<file path="config.mk">
export PLATFORM = sky130hd
export DESIGN_NAME = mmac_config
export DESIGN_NICKNAME = d
export VERILOG_FILES = /design/src/core/mmac_config_note_unused.sv /design/src/core/mmac_pkg.sv /design/src/core/mmac_config.sv
export VERILOG_INCLUDE_DIRS = /design/src /design/src/core
export SDC_FILE = /design/constraint.sdc
export NUM_CORES = 2
export LEC_CHECK = 0
export BUFFER_PORTS_ARGS = -buffer_cell sky130_fd_sc_hd__buf_4
export CAP_MARGIN = 20
export CORE_AREA = 2 2 370 372
export CTS_CLUSTER_DIAMETER = 150
export DETAILED_ROUTE_END_ITERATION = 8
export DIE_AREA = 0 0 372 374
export PLACE_DENSITY = 0.52
export REMOVE_ABC_BUFFERS = 1
export SETUP_SLACK_MARGIN = 0.15
export SYNTH_ARGS = -nofsm -noshare
export SYNTH_HDL_FRONTEND = slang
export SYNTH_SLANG_ARGS = --single-unit
</file>
<file path="constraint.sdc">
create_clock -name clk -period 28.4 [get_ports clk]
set_input_delay 5.68 -clock clk [delete_from_list [all_inputs] [get_ports clk]]
set_output_delay 5.68 -clock clk [all_outputs]
set_load 0.02 [all_outputs]
</file>
<file path="src/core/mmac_defines.svh">
// Constants of the metering mode and accumulation configuration block.
// Assumes inclusion by bare name from the block and its package.
`ifndef MMAC_DEFINES_SVH
`define MMAC_DEFINES_SVH

// Register byte addresses on the host register port
`define MMAC_MEAS_MODE_ADDR   16'he700
`define MMAC_ACC_MODE_ADDR    16'he701

// Reset values: all three phases take part in peak detection
`define MMAC_MEAS_MODE_RST    8'h1c
`define MMAC_ACC_MODE_RST     8'h00

// Measurement mode fields
`define MMAC_ACT_REV_SEL_BIT  0
`define MMAC_REA_REV_SEL_BIT  1
`define MMAC_PEAK_LSB         2
`define MMAC_PEAK_MSB         4

// Accumulation mode fields
`define MMAC_ACT_ACC_LSB      0
`define MMAC_ACT_ACC_MSB      1
`define MMAC_REA_ACC_LSB      2
`define MMAC_REA_ACC_MSB      3

// Accumulation codes
`define MMAC_ACC_SIGNED       2'h0
`define MMAC_ACC_POS          2'h1
`define MMAC_ACC_ALT          2'h2
`define MMAC_ACC_ABS          2'h3

// First status register positions of the reverse power flags
`define MMAC_ACT_REV_LSB      6
`define MMAC_REA_REV_LSB      10
`define MMAC_STAT_W           13

// Datapath widths
`define MMAC_PW               24
`define MMAC_IW               25

`endif

</file>
<file path="src/core/mmac_config_note_unused.sv">
`timescale 1ns/1ns

</file>
<file path="src/core/mmac_pkg.sv">
// Types shared by the accumulation configuration block and its users.
// Assumes mmac_defines.svh is on the include path.
`include "mmac_defines.svh"

package mmac_pkg;

	// One phase of power samples from the metering datapath
	typedef struct packed {
		logic signed [`MMAC_PW-1:0] tot_act;
		logic signed [`MMAC_PW-1:0] fund_act;
		logic signed [`MMAC_PW-1:0] tot_rea;
		logic signed [`MMAC_PW-1:0] fund_rea;
	} mmac_pwr_t;

	// Total and fundamental increment of one quantity
	typedef struct packed {
		logic signed [`MMAC_IW-1:0] tot;
		logic signed [`MMAC_IW-1:0] fund;
	} mmac_pair_t;

	// Conditioned increments of one phase
	typedef struct packed {
		mmac_pair_t act_reg;
		mmac_pair_t act_cf;
		mmac_pair_t rea_reg;
		mmac_pair_t rea_cf;
	} mmac_inc_t;

endpackage

</file>
<file path="src/core/mmac_config.sv">
// Measurement mode and accumulation mode registers of a polyphase
// energy metering core, with the power conditioning that they steer.
// Assumes power samples arrive from logic on clk, one strobe per update.
`timescale 1ns/1ns
`include "mmac_defines.svh"

// Function
// - Active reverse flags of phases A, B, C sit at status bits 6, 7, 8.
// - Active reverse select 0 uses total, 1 uses fundamental active power.
// - Reactive reverse flags of phases A, B, C sit at status bits 10-12.
// - Reactive reverse select 0 uses total, 1 fundamental reactive power.
// - Mode bits 2, 3, 4 include phases A, B, C in peak detection; reset 1.
// - Mode bits 7 to 5 reset to zero and steer nothing.
// - Active code 00 accumulates signed for energy and pulses.
// - Active code 01: energy positive only, pulses stay signed.
// - Active code 10 behaves exactly like code 00.
// - Active code 11 accumulates absolute values for energy and pulses.
// - Reactive code 00 accumulates signed for energy and pulses.
// - Reactive code 01 behaves exactly like code 00.
// - Reactive code 10 flips reactive sign while active power is negative.
// - Reactive code 11 accumulates absolute reactive values.
module mmac_config (
	// Clock and reset
	input  wire logic                                clk,
	input  wire logic                                rst,
	// Host register port
	input  wire logic [15:0]                         reg_addr,
	input  wire logic [7:0]                          reg_wr_data,
	input  wire logic                                reg_wr,
	input  wire logic                                reg_rd,
	output logic      [7:0]                          reg_rd_data_reg,
	// Power samples from the datapath
	input  wire logic                                sample_valid,
	input  wire mmac_pkg::mmac_pwr_t [2:0]           phase_pwr,
	// Reverse power flags of the first status register
	input  wire logic [`MMAC_STAT_W-1:0]             stat_clr,
	output logic      [`MMAC_STAT_W-1:0]             rev_status_reg,
	// Peak detection phase enables
	output logic      [2:0]                          peak_phase_include_reg,
	// Conditioned increments for energy registers and pulse outputs
	output logic                                     inc_valid_reg,
	output mmac_pkg::mmac_inc_t [2:0]                inc_reg
);

	// Stored fields
	logic       active_reverse_source_sel_reg;
	logic       reactive_reverse_source_sel_reg;
	logic [1:0] active_accum_field_reg;
	logic [1:0] reactive_accum_field_reg;

	// Address decode
	wire logic hit_meas;
	wire logic hit_acc;
	wire logic wr_meas;
	wire logic wr_acc;
	wire logic [7:0] meas_rd_val;
	wire logic [7:0] acc_rd_val;
	wire logic [7:0] reg_rd_data_next;

	assign hit_meas = (reg_addr == `MMAC_MEAS_MODE_ADDR);
	assign hit_acc  = (reg_addr == `MMAC_ACC_MODE_ADDR);
	assign wr_meas  = reg_wr & hit_meas;
	assign wr_acc   = reg_wr & hit_acc;

	// Upper bits are not stored, so they always read as zero
	assign meas_rd_val = {3'h0, peak_phase_include_reg,
		reactive_reverse_source_sel_reg,
		active_reverse_source_sel_reg};
	assign acc_rd_val  = {4'h0, reactive_accum_field_reg,
		active_accum_field_reg};

	// Unmapped reads answer zero
	assign reg_rd_data_next = !reg_rd  ? 8'h00 :
		hit_meas ? meas_rd_val :
		hit_acc  ? acc_rd_val  : 8'h00;

	always_ff @(posedge clk or posedge rst) begin
		if (rst) begin
			reg_rd_data_reg <= 8'h00;
		end else begin
			reg_rd_data_reg <= reg_rd_data_next;
		end
	end

	// Measurement mode register
	localparam logic [7:0] MEAS_RST = `MMAC_MEAS_MODE_RST;

	always_ff @(posedge clk or posedge rst) begin
		if (rst) begin
			active_reverse_source_sel_reg   <= MEAS_RST[`MMAC_ACT_REV_SEL_BIT];
			reactive_reverse_source_sel_reg <= MEAS_RST[`MMAC_REA_REV_SEL_BIT];
			peak_phase_include_reg          <=
				MEAS_RST[`MMAC_PEAK_MSB:`MMAC_PEAK_LSB];
		end else if (wr_meas) begin
			active_reverse_source_sel_reg   <=
				reg_wr_data[`MMAC_ACT_REV_SEL_BIT];
			reactive_reverse_source_sel_reg <=
				reg_wr_data[`MMAC_REA_REV_SEL_BIT];
			peak_phase_include_reg          <=
				reg_wr_data[`MMAC_PEAK_MSB:`MMAC_PEAK_LSB];
		end
	end

	// Accumulation mode register
	localparam logic [7:0] ACC_RST = `MMAC_ACC_MODE_RST;

	always_ff @(posedge clk or posedge rst) begin
		if (rst) begin
			active_accum_field_reg   <=
				ACC_RST[`MMAC_ACT_ACC_MSB:`MMAC_ACT_ACC_LSB];
			reactive_accum_field_reg <=
				ACC_RST[`MMAC_REA_ACC_MSB:`MMAC_REA_ACC_LSB];
		end else if (wr_acc) begin
			active_accum_field_reg   <=
				reg_wr_data[`MMAC_ACT_ACC_MSB:`MMAC_ACT_ACC_LSB];
			reactive_accum_field_reg <=
				reg_wr_data[`MMAC_REA_ACC_MSB:`MMAC_REA_ACC_LSB];
		end
	end

	// Conditioning functions
	function automatic logic signed [`MMAC_IW-1:0] ext(
		input logic signed [`MMAC_PW-1:0] v);
		ext = {v[`MMAC_PW-1], v};
	endfunction

	// Widened first, so the most negative sample has a magnitude
	function automatic logic signed [`MMAC_IW-1:0] mag(
		input logic signed [`MMAC_PW-1:0] v);
		logic signed [`MMAC_IW-1:0] w;
		w = ext(v);
		mag = w[`MMAC_IW-1] ? -w : w;
	endfunction

	function automatic logic signed [`MMAC_IW-1:0] act_to_reg(
		input logic signed [`MMAC_PW-1:0] p,
		input logic [1:0] mode);
		case (mode)
			`MMAC_ACC_POS: act_to_reg = p[`MMAC_PW-1] ? '0 : ext(p);
			`MMAC_ACC_ABS: act_to_reg = mag(p);
			default:       act_to_reg = ext(p);
		endcase
	endfunction

	// Pulses stay signed in positive only mode
	function automatic logic signed [`MMAC_IW-1:0] act_to_cf(
		input logic signed [`MMAC_PW-1:0] p,
		input logic [1:0] mode);
		case (mode)
			`MMAC_ACC_ABS: act_to_cf = mag(p);
			default:       act_to_cf = ext(p);
		endcase
	endfunction

	// Zero active power counts as positive
	function automatic logic signed [`MMAC_IW-1:0] rea_cond(
		input logic signed [`MMAC_PW-1:0] q,
		input logic signed [`MMAC_PW-1:0] p,
		input logic [1:0] mode);
		case (mode)
			`MMAC_ACC_ALT:
				rea_cond = p[`MMAC_PW-1] ? -ext(q) : ext(q);
			`MMAC_ACC_ABS: rea_cond = mag(q);
			default:       rea_cond = ext(q);
		endcase
	endfunction

	// Increment strobe
	always_ff @(posedge clk or posedge rst) begin
		if (rst) begin
			inc_valid_reg <= 1'b0;
		end else begin
			inc_valid_reg <= sample_valid;
		end
	end

	// Sign of the selected power at the previous update, per phase
	logic [2:0] act_sign_reg;
	logic [2:0] rea_sign_reg;
	wire logic [2:0] act_sign_now;
	wire logic [2:0] rea_sign_now;
	wire logic [2:0] act_rev_evt;
	wire logic [2:0] rea_rev_evt;

	genvar ph;
	generate
		for (ph = 0; ph < 3; ph++) begin : g_phase
			mmac_pkg::mmac_inc_t inc_next;

			// Source of each phase's reverse power detection
			assign act_sign_now[ph] = active_reverse_source_sel_reg ?
				phase_pwr[ph].fund_act[`MMAC_PW-1] :
				phase_pwr[ph].tot_act[`MMAC_PW-1];
			assign rea_sign_now[ph] = reactive_reverse_source_sel_reg ?
				phase_pwr[ph].fund_rea[`MMAC_PW-1] :
				phase_pwr[ph].tot_rea[`MMAC_PW-1];
			assign act_rev_evt[ph] = sample_valid &
				(act_sign_now[ph] != act_sign_reg[ph]);
			assign rea_rev_evt[ph] = sample_valid &
				(rea_sign_now[ph] != rea_sign_reg[ph]);

			// Live fields are used, so a write counts from the next update
			assign inc_next.act_reg.tot  = act_to_reg(
				phase_pwr[ph].tot_act, active_accum_field_reg);
			assign inc_next.act_reg.fund = act_to_reg(
				phase_pwr[ph].fund_act, active_accum_field_reg);
			assign inc_next.act_cf.tot   = act_to_cf(
				phase_pwr[ph].tot_act, active_accum_field_reg);
			assign inc_next.act_cf.fund  = act_to_cf(
				phase_pwr[ph].fund_act, active_accum_field_reg);
			assign inc_next.rea_reg.tot  = rea_cond(phase_pwr[ph].tot_rea,
				phase_pwr[ph].tot_act, reactive_accum_field_reg);
			assign inc_next.rea_reg.fund = rea_cond(phase_pwr[ph].fund_rea,
				phase_pwr[ph].fund_act, reactive_accum_field_reg);
			// Reactive pulses follow the same conditioning as the registers
			assign inc_next.rea_cf       = inc_next.rea_reg;

			always_ff @(posedge clk or posedge rst) begin
				if (rst) begin
					inc_reg[ph]      <= '0;
					act_sign_reg[ph] <= 1'b0;
					rea_sign_reg[ph] <= 1'b0;
				end else if (sample_valid) begin
					inc_reg[ph]      <= inc_next;
					act_sign_reg[ph] <= act_sign_now[ph];
					rea_sign_reg[ph] <= rea_sign_now[ph];
				end
			end
		end
	endgenerate

	// Flags sit in their status positions; a new event beats a clear
	wire logic [`MMAC_STAT_W-1:0] rev_set;
	wire logic [`MMAC_STAT_W-1:0] rev_status_next;

	assign rev_set = ({{(`MMAC_STAT_W-3){1'b0}}, act_rev_evt}
			<< `MMAC_ACT_REV_LSB)
		| ({{(`MMAC_STAT_W-3){1'b0}}, rea_rev_evt}
			<< `MMAC_REA_REV_LSB);
	assign rev_status_next = (rev_status_reg & ~stat_clr) | rev_set;

	always_ff @(posedge clk or posedge rst) begin
		if (rst) begin
			rev_status_reg <= '0;
		end else begin
			rev_status_reg <= rev_status_next;
		end
	end
endmodule // mmac_config

</file>
==> flow_summary.toml <==
[drt]
vias = 27500
firstDrtPassIters = 5
drc = 0
wirelength_um = 132000
via_per_inst = 4.73
ant_nets = 0
drt_iter0_markers = 2078
wl_per_cell_um = 22.7

[timing]
rsz0062_at_grt = "no"
setup_viol = 0
clock_skew_ps = 17.4
period_share = 0.308
fmaxAchievable_mhz = 114
hold_viol = 0
slew_headroom = 0.273
worst_pin_slew_ps = 1090
finalCriticalPeriod_ps = 8740
holdWs_ps = 478
final_max_slew_viol_count = 0
setup_tns_ps = 0
fin_ws_ps = 19660

[synthesis]
postSynthAreaPerCell_um2 = 8.58
synthArstFlopShare = 1.00
synth_edf_count = 0
yosys.area.top_type = "dfrtp_1"
yosys-top-cells-count = "544 x nor2_1, 481 x dfrtp_1, 409 x a21oi_1, 206 x clkbuf_1, 163 x xnor2_1"
synth_top_family_by_area = "simple AND/OR/NAND/NOR gates"
synth_area_um2 = 28200
ys.flop_type = "dfrtp_1"
yosysSeqAreaShare = 0.429
synth_xor_area_frac = 0.0754
synth_area_leaders = "dfrtp_1 43%, a21oi_1 7.2%, nor2_1 7.2%"
ys_warn_count = 0
synth_simple_gate_area_share = 0.186
synth_compound_area_frac = 0.186
ys_types = 74
syn_inst = 3291
ys_ff_latch = 484
synth_top_area_frac = 0.426
synth.most_common_cell = "nor2_1"
synthMuxAreaShare = 0.0307
synthAdderAreaFrac = 0.0106

[setup_path]
path_cells = "buf_4 > inv_8 > buf_4 > buf_4 > buf_4 > buf_4"
critical_path.max_stage_delay_ps = 820
cp_common_cell = "buf_4"
cp-end-kind = "asynchronous set/reset pin"
critPathMaxFanout = 93
setup.worst_path.start_class = "input port"
worst-setup-path-type = "in -> async"
crit_arrival_ps = 9400
crit_slowest_cell = "buf_4"
crit_required_ps = 29060

[layout]
layout-drive-gt1-share = 0.298
final_area_um2 = 38200
fillers = 14500
regArea_um2 = 12100
largest_reg_flops = 450
syn2layout_area_growth_pct = 35.4
layout.nets = 4328
multi_input_comb_area_um2 = 13800

[clock_tree]
cts_sinks = 484
root_buffer = "clkbuf_16"
cts_resized = 0
h-tree-depth = 2
post_cts_buffers = 0
cts_max_path_buffers = 3
cts_buffers = 61
cts.clk_slew.worst_paths_ps = 60
clock_latency_ps = 650
hold_buffers = 0
cts_tree = "yes"

[placed_design]
place_hpwl_um = 101000
placed_area_um2 = 36000
pre_cts_slack_ps = 18730
globalplace.congestion = 0.928
port_buffers = 948

[floorplan]
fp.dieW_um = 372
die_h_um = 374
io_pins = 955
die_area_um2 = 139000
core_area_um2 = 135000
start_util = 0.209
rows = 135

[pwr]
power_density_nw_per_um2 = 55.7
vdd_drop_max_mv = 0.0439
p_leak_nw = 16.2

[status]
status = "complete, no violations"

[global_route]
antenna_found_initial = 18
grtUsageTotal = 0.181
grt_max_degree = 217
grt-ovfl-total = 0
grt_pass1_wl_um = 186000
grt_pass1_vias = 26000

[job]
drv_cap = 0

[worst_hold_path]
hp-class = "reg -> reg"
final timing paths:
kind	startpoint	end	slack [ps]	cells past startpoint
min in group asynchronous	rst	inc_reg[411]	5150	2
worst min-delay path	inc_reg[330]	inc_reg[330]	480	1
max in group clk	sample_valid	inc_reg[364]	19870	9
worst max register to register	active_accum_field_reg[1]	inc_reg[385]	25020	6
worst min register to register	inc_reg[330]	inc_reg[330]	480	1
worst max-delay path	rst	inc_reg[542]	19660	6
worst max-delay path, delay by kind of cell:
kind	cells	cell delay (ps)
buffers and inverters	6	3500
per-layer routing:
| metal | vias to the layer above | share of wire | track usage |
|---|---|---|---|
| met3 | 159 | 0.074 | 0.0445 |
| met2 | 952 | 0.49 | 0.306 |
| li1 | 12900 | - | - |
| met1 | 13600 | 0.41 | 0.226 |
| met5 | - | 0.00015 | 0 |
| met4 | 2 | 0.026 | 0.0521 |
stage by stage:
stage | power, W | std cells | utilization
final | 0.00213 | 5819 | 0.283
after global routing | 0.00222 | 5814 | 0.283
after CTS | 0.00216 | 5805 | 0.283
after detailed placement | 0.00128 | 5691 | 0.267
after global placement | 0.00128 | 5690 | 0.267
after floorplan | 0.00100 | 2919 | -
report_power, final:
group | leakage [nW] | switching [W] | total (W) | internal (W)
Sequential | 5.51 | 0.0000525 | 0.000802 | 0.000750
Combinational | 9.57 | 0.000280 | 0.000462 | 0.000182
Clock | 1.08 | 0.000339 | 0.000863 | 0.000525
Total | 16.2 | 0.000671 | 0.00213 | 0.00146
cells in the final DEF (no fill, tap or decap), drive strengths merged, types with 17 or more instances in the layout:
cell type,Yosys,routed
buf,168,992
nor2,544,544
dfrtp,481,481
a21oi,409,409
xnor2,163,163
o21ai,161,161
nand2,159,159
a31oi,90,90
nor3,90,90
inv,86,90
clkbuf,206,87
xor2,80,80
nand3,51,51
mux2,45,45
or3,44,44
nor4,41,41
and3,38,38
mux2i,36,36
or4,30,30
o31ai,29,29
a221oi,27,27
o22ai,26,26
a211oi,26,26
ha,24,24
o21a,21,21
nand4,17,17
kinds of logic (layout without fill, tap and decap cells):
group / Yosys count / count (layout)
AOI/OAI and AO/OA: 887 / 887
xor gates and xnor gates: 243 / 243
adders and majority gates: 24 / 24
buffers and inverters: 460 / 1192
DFF: 484 / 484
muxes: 81 / 81
other: 1 / 16
and+or+nand+nor: 1111 / 1111
layout make-up:
type	count	area share
multi-input combinational	2349	0.362
sequential	484	0.317
timing repair buffer	992	0.196
tap	1781	0.0583
clock buffer	87	0.0475
clock inverter	27	0.0101
inverter	86	0.00877
antenna	13	0.000851
No activity file was read; power rests on OpenSTA's default activity.
